==> config.mk <==
export PLATFORM = sky130hd
export DESIGN_NAME = digital_input_qualifier
export DESIGN_NICKNAME = d
export VERILOG_FILES = /design/src/channel_qualifier.v /design/src/digital_input_qualifier.v
export VERILOG_INCLUDE_DIRS = /design/src
export SDC_FILE = /design/constraint.sdc
export NUM_CORES = 2
export LEC_CHECK = 0
export BUFFER_PORTS_ARGS = -buffer_cell sky130_fd_sc_hd__buf_4
export CORE_ASPECT_RATIO = 1.75
export CORE_UTILIZATION = 70
export CTS_BUF_LIST = sky130_fd_sc_hd__clkbuf_4 sky130_fd_sc_hd__clkbuf_8 sky130_fd_sc_hd__clkbuf_16
export DETAILED_ROUTE_END_ITERATION = 10
export PLACE_DENSITY = 0.85
export RECOVER_POWER = 50
export SLEW_MARGIN = 5
export SYNTH_ARGS = -nofsm -noshare
export SYNTH_HDL_FRONTEND = slang
export SYNTH_SLANG_ARGS = --single-unit
==> constraint.sdc <==
create_clock -name core_clk -period 7.9 [get_ports core_clk]
set_input_delay 1.185 -clock core_clk [delete_from_list [all_inputs] [get_ports core_clk]]
set_output_delay 1.185 -clock core_clk [all_outputs]
set_load 0.05 [all_outputs]
==> src/dig_in_map.vh <==
// Address map, field layout, defaults and timing for the input qualifier
`ifndef DIG_IN_MAP_VH
`define DIG_IN_MAP_VH

`define CHAN_COUNT 8
`define CHAN_SEL_W 3
`define VOLT_W 19
`define THR_W 11
`define DLY_W 21
`define ELAP_W 22
`define CNT_W 32

// Byte address = channel * 0x20 + register index * 4
`define ADDR_CHAN_HI 7
`define ADDR_CHAN_LO 5
`define ADDR_IDX_HI 4
`define ADDR_IDX_LO 2
`define ADDR_TOP_HI 31
`define ADDR_TOP_LO 8
`define ADDR_TOP_ZERO 24'h000000

`define IDX_CFG 3'h0
`define IDX_UPPER 3'h1
`define IDX_LOWER 3'h2
`define IDX_RISE 3'h3
`define IDX_FALL 3'h4
`define IDX_COUNT 3'h5
`define IDX_VOLT 3'h6
`define IDX_STATE 3'h7

`define CFG_NC_BIT 0
`define CFG_AC_BIT 1
`define CFG_CLR_BIT 2
`define STATE_QUAL_BIT 0
`define STATE_RAW_BIT 1

// Thresholds in 0.1 V steps, voltage in mV
`define UPPER_RST 11'h370
`define LOWER_RST 11'h258
`define DLY_RST 21'h000000
`define STEP_MV 8'h64
`define AC_REL_MV 8'h0a
`define AC_EXTRA_MS 22'h00001e

`define CLK_KHZ 40000
`define MS_TIME_MS 1
`define SCAN_TIME_MS 5
`define TICK_W 18
// 1 ms and 5 ms at 40 MHz, sized to the tick counters
`define MS_CYCLES_RST 18'h09c40
`define SCAN_CYCLES_RST 18'h30d40

`define HTRANS_NONSEQ_BIT 1
`define WORD_ZERO 32'h00000000

`endif

==> src/channel_qualifier.v <==
// One input channel: hysteresis, polarity, delays and rise counter
`timescale 1ns/1ps
`default_nettype none
`include "dig_in_map.vh"
module channel_qualifier (
  input wire core_clk,
  input wire rstn,
  input wire scan_tick,
  input wire ms_tick,
  input wire nc_pol,
  input wire alternating_supply_mode,
  input wire [`THR_W-1:0] upper_trip_level,
  input wire [`THR_W-1:0] lower_trip_level,
  input wire [`DLY_W-1:0] rise_qualify_delay,
  input wire [`DLY_W-1:0] fall_qualify_delay,
  input wire [`VOLT_W-1:0] channel_voltage_reading,
  input wire rise_event_count_clear,
  output reg raw_state,
  output reg input_channel_n,
  output reg [`CNT_W-1:0] rise_event_count
);
  wire [`VOLT_W-1:0] upper_mv;
  wire [`VOLT_W-1:0] prog_lower_mv;
  wire [`VOLT_W-1:0] ac_lower_mv;
  wire [`VOLT_W-1:0] lower_mv;
  wire above_upper;
  wire below_lower;
  wire target;
  wire [`ELAP_W-1:0] rise_need;
  wire [`ELAP_W-1:0] fall_need;
  wire [`ELAP_W-1:0] need;
  reg [`ELAP_W-1:0] elapsed_ff;
  reg [`ELAP_W-1:0] nxt_elapsed;
  reg nxt_raw;
  reg nxt_qual;

  assign upper_mv = upper_trip_level * `STEP_MV;
  assign prog_lower_mv = lower_trip_level * `STEP_MV;
  assign ac_lower_mv = upper_trip_level * `AC_REL_MV;
  // AC mode replaces the programmed release level
  assign lower_mv = alternating_supply_mode ? ac_lower_mv : prog_lower_mv;
  assign above_upper = channel_voltage_reading > upper_mv;
  assign below_lower = channel_voltage_reading < lower_mv;
  // Polarity flips the energized level
  assign target = raw_state ^ nc_pol;
  assign rise_need = {1'b0, rise_qualify_delay};
  // Extra drop-off so zero crossings do not release
  assign fall_need = alternating_supply_mode ?
    {1'b0, fall_qualify_delay} + `AC_EXTRA_MS : {1'b0, fall_qualify_delay};
  assign need = target ? rise_need : fall_need;

  always @* begin
    nxt_raw = raw_state;
    if (scan_tick) begin
      if (above_upper) begin
        nxt_raw = 1'b1;
      end else if (below_lower) begin
        nxt_raw = 1'b0;
      end
      // Between the two levels the last state holds
    end
  end

  always @* begin
    nxt_qual = input_channel_n;
    nxt_elapsed = elapsed_ff;
    if (target == input_channel_n) begin
      nxt_elapsed = {`ELAP_W{1'b0}};
    end else begin
      if (ms_tick && elapsed_ff != {`ELAP_W{1'b1}}) begin
        nxt_elapsed = elapsed_ff + 1'b1;
      end
      // State only moves on the scan boundary
      if (scan_tick && elapsed_ff >= need) begin
        nxt_qual = target;
        nxt_elapsed = {`ELAP_W{1'b0}};
      end
    end
  end

  always @(posedge core_clk) begin
    if (!rstn) begin
      raw_state <= 1'b0;
      input_channel_n <= 1'b0;
      elapsed_ff <= {`ELAP_W{1'b0}};
      rise_event_count <= {`CNT_W{1'b0}};
    end else begin
      raw_state <= nxt_raw;
      input_channel_n <= nxt_qual;
      elapsed_ff <= nxt_elapsed;
      // A rise in the clear cycle still counts
      if (nxt_qual && !input_channel_n) begin
        if (rise_event_count_clear) begin
          rise_event_count <= {{(`CNT_W-1){1'b0}}, 1'b1};
        end else begin
          rise_event_count <= rise_event_count + 1'b1;
        end
      end else if (rise_event_count_clear) begin
        rise_event_count <= {`CNT_W{1'b0}};
      end
    end
  end
endmodule
`default_nettype wire

==> src/digital_input_qualifier.v <==
// Eight-channel digital input qualifier with AHB-Lite register access
//
// The register addresses and the AHB-Lite interface to the registers were left to the implementer.
`timescale 1ns/1ps
`default_nettype none
`include "dig_in_map.vh"
module digital_input_qualifier #(
  parameter [`TICK_W-1:0] MS_CYCLES = `MS_CYCLES_RST,
  parameter [`TICK_W-1:0] SCAN_CYCLES = `SCAN_CYCLES_RST
) (
  input wire core_clk,
  input wire rstn,
  input wire hsel,
  input wire [31:0] haddr,
  input wire [1:0] htrans,
  input wire hwrite,
  input wire [2:0] hsize,
  input wire [31:0] hwdata,
  input wire hready,
  output reg [31:0] hrdata,
  output wire hreadyout,
  output wire hresp,
  input wire meas_valid,
  input wire [`CHAN_SEL_W-1:0] meas_chan,
  input wire [`VOLT_W-1:0] meas_mv,
  output wire [`CHAN_COUNT-1:0] input_channel_n,
  output wire scan_tick
);
  // Per-channel settings, held separately for each input
  reg nc_ff [0:`CHAN_COUNT-1];
  reg ac_ff [0:`CHAN_COUNT-1];
  reg [`THR_W-1:0] upper_ff [0:`CHAN_COUNT-1];
  reg [`THR_W-1:0] lower_ff [0:`CHAN_COUNT-1];
  reg [`DLY_W-1:0] rise_dly_ff [0:`CHAN_COUNT-1];
  reg [`DLY_W-1:0] fall_dly_ff [0:`CHAN_COUNT-1];
  reg [`VOLT_W-1:0] volt_ff [0:`CHAN_COUNT-1];
  reg [`CHAN_COUNT-1:0] clr_ff;
  reg [`CHAN_COUNT-1:0] nxt_clr;

  // Per-channel results
  wire [`CHAN_COUNT-1:0] raw_state;
  wire [`CNT_W-1:0] count_w [0:`CHAN_COUNT-1];

  // Tick dividers
  reg [`TICK_W-1:0] ms_cnt_ff;
  reg [`TICK_W-1:0] scan_cnt_ff;
  reg ms_tick_ff;
  reg scan_tick_ff;

  // Bus data-phase state
  reg dp_valid_ff;
  reg dp_write_ff;
  reg dp_mapped_ff;
  reg [`CHAN_SEL_W-1:0] dp_chan_ff;
  reg [2:0] dp_idx_ff;
  reg rd_done_ff;
  reg [31:0] rd_mux;

  wire take;
  wire addr_mapped;
  wire wr_now;
  wire rd_load;

  integer i;
  genvar g;

  // Both ticks come from one free-running clock; no second domain
  always @(posedge core_clk) begin
    if (!rstn) begin
      ms_cnt_ff <= {`TICK_W{1'b0}};
      ms_tick_ff <= 1'b0;
    end else if (ms_cnt_ff == MS_CYCLES - 1'b1) begin
      ms_cnt_ff <= {`TICK_W{1'b0}};
      ms_tick_ff <= 1'b1;
    end else begin
      ms_cnt_ff <= ms_cnt_ff + 1'b1;
      ms_tick_ff <= 1'b0;
    end
  end

  always @(posedge core_clk) begin
    if (!rstn) begin
      scan_cnt_ff <= {`TICK_W{1'b0}};
      scan_tick_ff <= 1'b0;
    end else if (scan_cnt_ff == SCAN_CYCLES - 1'b1) begin
      scan_cnt_ff <= {`TICK_W{1'b0}};
      scan_tick_ff <= 1'b1;
    end else begin
      scan_cnt_ff <= scan_cnt_ff + 1'b1;
      scan_tick_ff <= 1'b0;
    end
  end

  assign scan_tick = scan_tick_ff;

  // Latest front-end reading per channel, kept apart from the state
  always @(posedge core_clk) begin
    if (!rstn) begin
      for (i = 0; i < `CHAN_COUNT; i = i + 1) begin
        volt_ff[i] <= {`VOLT_W{1'b0}};
      end
    end else if (meas_valid) begin
      volt_ff[meas_chan] <= meas_mv;
    end
  end

  // Address phase is captured when the bus is ready
  assign take = hsel && htrans[`HTRANS_NONSEQ_BIT] && hready;
  assign addr_mapped =
    haddr[`ADDR_TOP_HI:`ADDR_TOP_LO] == `ADDR_TOP_ZERO;

  always @(posedge core_clk) begin
    if (!rstn) begin
      dp_valid_ff <= 1'b0;
      dp_write_ff <= 1'b0;
      dp_mapped_ff <= 1'b0;
      dp_chan_ff <= {`CHAN_SEL_W{1'b0}};
      dp_idx_ff <= 3'h0;
    end else if (hready) begin
      dp_valid_ff <= take;
      dp_write_ff <= hwrite;
      dp_mapped_ff <= addr_mapped;
      dp_chan_ff <= haddr[`ADDR_CHAN_HI:`ADDR_CHAN_LO];
      dp_idx_ff <= haddr[`ADDR_IDX_HI:`ADDR_IDX_LO];
    end
  end

  // Reads take one wait state so the data leaves a flip-flop
  assign rd_load = dp_valid_ff && !dp_write_ff && !rd_done_ff;
  assign hreadyout = !rd_load;
  assign hresp = 1'b0;
  assign wr_now = dp_valid_ff && dp_write_ff && dp_mapped_ff;

  always @(posedge core_clk) begin
    if (!rstn) begin
      rd_done_ff <= 1'b0;
    end else if (hready) begin
      rd_done_ff <= 1'b0;
    end else if (rd_load) begin
      rd_done_ff <= 1'b1;
    end
  end

  always @* begin
    rd_mux = `WORD_ZERO;
    if (dp_mapped_ff) begin
      case (dp_idx_ff)
        `IDX_CFG: begin
          rd_mux[`CFG_NC_BIT] = nc_ff[dp_chan_ff];
          rd_mux[`CFG_AC_BIT] = ac_ff[dp_chan_ff];
        end
        `IDX_UPPER: begin
          rd_mux[`THR_W-1:0] = upper_ff[dp_chan_ff];
        end
        `IDX_LOWER: begin
          rd_mux[`THR_W-1:0] = lower_ff[dp_chan_ff];
        end
        `IDX_RISE: begin
          rd_mux[`DLY_W-1:0] = rise_dly_ff[dp_chan_ff];
        end
        `IDX_FALL: begin
          rd_mux[`DLY_W-1:0] = fall_dly_ff[dp_chan_ff];
        end
        `IDX_COUNT: begin
          rd_mux = count_w[dp_chan_ff];
        end
        `IDX_VOLT: begin
          rd_mux[`VOLT_W-1:0] = volt_ff[dp_chan_ff];
        end
        `IDX_STATE: begin
          rd_mux[`STATE_QUAL_BIT] = input_channel_n[dp_chan_ff];
          rd_mux[`STATE_RAW_BIT] = raw_state[dp_chan_ff];
        end
        default: begin
          rd_mux = `WORD_ZERO;
        end
      endcase
    end
  end

  always @(posedge core_clk) begin
    if (!rstn) begin
      hrdata <= `WORD_ZERO;
    end else if (rd_load) begin
      hrdata <= rd_mux;
    end
  end

  // Settings writes land in the data phase
  always @(posedge core_clk) begin
    if (!rstn) begin
      for (i = 0; i < `CHAN_COUNT; i = i + 1) begin
        nc_ff[i] <= 1'b0;
        ac_ff[i] <= 1'b0;
        upper_ff[i] <= `UPPER_RST;
        lower_ff[i] <= `LOWER_RST;
        rise_dly_ff[i] <= `DLY_RST;
        fall_dly_ff[i] <= `DLY_RST;
      end
    end else if (wr_now) begin
      case (dp_idx_ff)
        `IDX_CFG: begin
          nc_ff[dp_chan_ff] <= hwdata[`CFG_NC_BIT];
          ac_ff[dp_chan_ff] <= hwdata[`CFG_AC_BIT];
        end
        `IDX_UPPER: begin
          upper_ff[dp_chan_ff] <= hwdata[`THR_W-1:0];
        end
        `IDX_LOWER: begin
          lower_ff[dp_chan_ff] <= hwdata[`THR_W-1:0];
        end
        `IDX_RISE: begin
          rise_dly_ff[dp_chan_ff] <= hwdata[`DLY_W-1:0];
        end
        `IDX_FALL: begin
          fall_dly_ff[dp_chan_ff] <= hwdata[`DLY_W-1:0];
        end
        default: begin
          nc_ff[dp_chan_ff] <= nc_ff[dp_chan_ff];
        end
      endcase
    end
  end

  // Clear is a one-cycle pulse; the stored bit never reads back
  always @* begin
    nxt_clr = {`CHAN_COUNT{1'b0}};
    if (wr_now && dp_idx_ff == `IDX_CFG && hwdata[`CFG_CLR_BIT]) begin
      nxt_clr[dp_chan_ff] = 1'b1;
    end
  end

  always @(posedge core_clk) begin
    if (!rstn) begin
      clr_ff <= {`CHAN_COUNT{1'b0}};
    end else begin
      clr_ff <= nxt_clr;
    end
  end

  generate
    for (g = 0; g < `CHAN_COUNT; g = g + 1) begin : chan
      channel_qualifier u_chan (
        .core_clk(core_clk),
        .rstn(rstn),
        .scan_tick(scan_tick_ff),
        .ms_tick(ms_tick_ff),
        .nc_pol(nc_ff[g]),
        .alternating_supply_mode(ac_ff[g]),
        .upper_trip_level(upper_ff[g]),
        .lower_trip_level(lower_ff[g]),
        .rise_qualify_delay(rise_dly_ff[g]),
        .fall_qualify_delay(fall_dly_ff[g]),
        .channel_voltage_reading(volt_ff[g]),
        .rise_event_count_clear(clr_ff[g]),
        .raw_state(raw_state[g]),
        .input_channel_n(input_channel_n[g]),
        .rise_event_count(count_w[g])
      );
    end
  endgenerate
endmodule
`default_nettype wire

==> flow_summary.yaml <==
run_status:
  status: "finished with violations"
  violations: "design-rule violations, max-capacitance violations, max-slew violations"
detailed_routing:
  wl_mm: 362.3
  dr.pass1.iters: 11
  routed_via_density: 7.284
  drt-initial-drc-count: 10870
  drtAntennaViolNets: 0
  num_vias: 83800
  drc: 3
  wl_per_cell_microns: 31.49
placement:
  dp.final_hpwl_mm: 262.3
  portBuffers: 121
  globalplace.congestion: 1.065
  place_area_sq_mm: 0.09555
final_layout:
  synthToLayoutAreaGrowth_pct: 6.926
  design_area_sq_mm: 0.09952
  nets: 11070
  fillers: 9208
  drive_gt1_share_pct: 7.306
cts:
  postCtsSetupRepairBufs: 0
  ctsHoldBuffers: 0
  clockRootBuffer: "clkbuf_16"
  cts.clk_slew.worst_paths_ns: 0.07
  cts_sinks: 1219
  cts_buffers: 113
  clk_path_buf_depth: 3
  htree_levels: 3
  cts_resized: 0
  clock_latency_ns: 0.88
  cts_tree: "yes"
yosys:
  synth_edf_count: 664
  synthFlopType: "edfxtp_1"
  synth_seq_area_share_pct: 33.36
  yosysTopAreaCell: "edfxtp_1"
  yosys-top-cells-count: "1207 x ha_1, 719 x nor2_1, 664 x edfxtp_1"
  syn_area_per_cell_sq_um: 9.550
  synth.area.top_cells: "edfxtp_1 21%, ha_1 16%, dfxtp_1 12%, and2_1 4.2%, mux4_2 4.1%"
  yosys.cell_count.top_type: "ha_1"
  synth_nets: 11150
  yosys_warnings: 0
  async_flop_share_pct: 0
  syn_area_sq_mm: 0.09308
  syn_inst: 9746
  ys_ff_latch: 1219
  synth.distinct_cells: 86
  yosysTopAreaCellShare_pct: 21.42
sta:
  hold_violations: 0
  fin_skew_ns: 0.1102
  setup_viol: 0
  final.setup.tns_ns: 0
  slew-limit-headroom_pct: -140.4
  max_slew.worst_pin.slew_ns: 3.606
  min_period_over_period_pct: 87.76
  period_minus_slack_ns: 6.933
  finalMaxSlewViolations: 362
  fmax_mhz: 144.2
  rsz0062_at_grt: "no"
  hold_ws_ns: 0.4530
power:
  p_sw_share_pct: 30.04
  comb_power_share_pct: 17.8
  p_clk_share_pct: 38.2
  p_leak_nw: 40.06
  total_power_mw: 16.10
  power_density_mw_per_mm2: 161.8
  p_int_mw: 11.27
  seqPwrFrac_pct: 44.0
  p_switching_mw: 4.837
  peakVddDrop_mv: 0.2116
grt:
  grt.total_usage_pct: 54.64
  grt_pass1_vias: 82160
  grt_max_degree: 89
  grt_pass1_wl_mm: 535.4
  overflow: 0
  grt_antenna_before_repair: 48
critical_path:
  cp.required_ns: 8.67
  path_max_fanout: 35
  crit_path_end_kind: "flop"
  cp_slowest_stage_delay_ns: 2.61
  crit_path_cell_trace: "clkbuf_1 -> clkbuf_1 -> nand2b_1 -> or2_2 -> o41ai_1"
  criticalPathCategory: "in2reg"
  cp_common_cell: "clkbuf_1"
  start_kind: "primary input"
  reg2reg_from: "dp_idx_ff[1]"
  critPathArrivalTime_ns: 7.70
  critPathSlowestCell: "clkbuf_1"
  crit_start: "rstn"
job:
  max_cap_viol_count: 11
die:
  coreArea_sq_mm: 0.1317
  die_w_microns: 277.6
  num_rows: 176
  io_pins: 140
  die-area_sq_mm: 0.1345
  die_h_microns: 484.4
  initial_core_util_pct: 70.68
min_path:
  worstHoldPathType: "reg2reg"
  min_from: "hrdata[11]"
[critical path, delay by kind of cell]
| family | cells | cell delay (ns) |
|---|---|---|
| AND/OR/NAND/NOR | 2 | 2.32 |
| AO/OA/AOI/OAI | 1 | 0.26 |
| buffers and inverters | 2 | 3.85 |
[per-stage QoR]
| stage | worst slack [ns] | instances | utilization (%) |
|---|---|---|---|
| final | 0.9671 | 11510 | 75.58 |
| after global routing | 1.057 | 11460 | 75.49 |
| after CTS | 2.528 | 11440 | 75.66 |
| after detailed placement | 2.509 | 11230 | 72.56 |
| after global placement | 2.645 | 11230 | 72.56 |
| after floorplan | 3.353 | 9746 | - |
[routing by layer]
metal / wire length (microns) / track usage, % / vias to the layer above / part of all wire, %
met4: 55540 / 63.13 / 26 / 15
met5: 376 / 2.203 / - / 0.10
met3: 42360 / 21.96 / 2626 / 12
met2: 159600 / 83.61 / 6186 / 44
li1: - / - / 35560 / -
met1: 104500 / 52.07 / 39400 / 29
[power groups by stage]
stage	clock [mW]	combinational, mW	sequential [mW]
after CTS	6.05	2.73	7.06
after detailed placement	0	2.71	7.20
final	6.16	2.86	7.08
after global routing	6.32	3.09	7.08
after floorplan	0	1.90	7.04
after global placement	0	2.59	7.19
[area by class of cell]
type	count	area (sq um)	share of cell area (%)
diodes	55	137.6	0.1383
clock buffers	138	3176	3.191
clock inverters	72	909.6	0.9140
inverters	629	2362	2.374
multi-input cells	7448	58130	58.41
flip-flops and latches	1219	31060	31.21
well taps	1691	2116	2.126
repair buffers	253	1632	1.639
[cell families after synthesis]
| group | Yosys count | share of synthesized area, % |
|---|---|---|
| AND/OR/NAND/NOR | 3420 | 19.41 |
| adder cells (fa/ha/maj) | 1311 | 18.46 |
| AO/OA/AOI/OAI | 1745 | 12.32 |
| multiplexers | 438 | 7.009 |
| other | 1 | 0.004029 |
| buffers and inverters | 1079 | 4.417 |
| XOR/XNOR | 533 | 5.015 |
| flip-flops | 1219 | 33.36 |
[final timing paths]
path / end / slack, ns / cells after the start
hold / removal: hrdata[11] / 0.45 / 2
setup reg to reg: upper_ff[3][7] / 2.33 / 5
hold reg to reg: hrdata[11] / 0.45 / 2
setup / recovery: chan[7].u_chan.rise_event_count[30] / 0.97 / 5
[layout by cell type (no fill, tap or decap), types with 89 or more instances in the layout]
cell	synthesis	routed
a21o_1	160	160
a21oi_1	487	487
a22oi_1	114	114
and2_0	2	292
and2_1	630	340
and3_1	143	143
buf_4	9	173
clkbuf_16	0	120
dfxtp_1	555	552
edfxtp_1	664	664
fa_1	104	104
ha_1	1207	1207
inv_1	626	625
mux2i_1	258	258
mux4_2	170	170
nand2_1	562	562
nand3_1	280	280
nand4_1	220	220
nor2_1	719	715
nor2b_1	95	95
nor3_1	154	152
o21ai_0	301	289
or2_2	89	89
or3_1	192	192
xnor2_1	303	302
xor2_1	230	222
[flip-flops by register name, summed over array words and instances (netlist names), 18 cells and up, named ones only]
name	count
chan.u_chan.rise_event_count	256
chan.u_chan.elapsed_ff	176
fall_dly_ff	168
rise_dly_ff	168
volt_ff	152
lower_ff	88
upper_ff	88
hrdata	32
ms_cnt_ff	18
scan_cnt_ff	18
No activity file was read; power rests on OpenSTA's default activity.
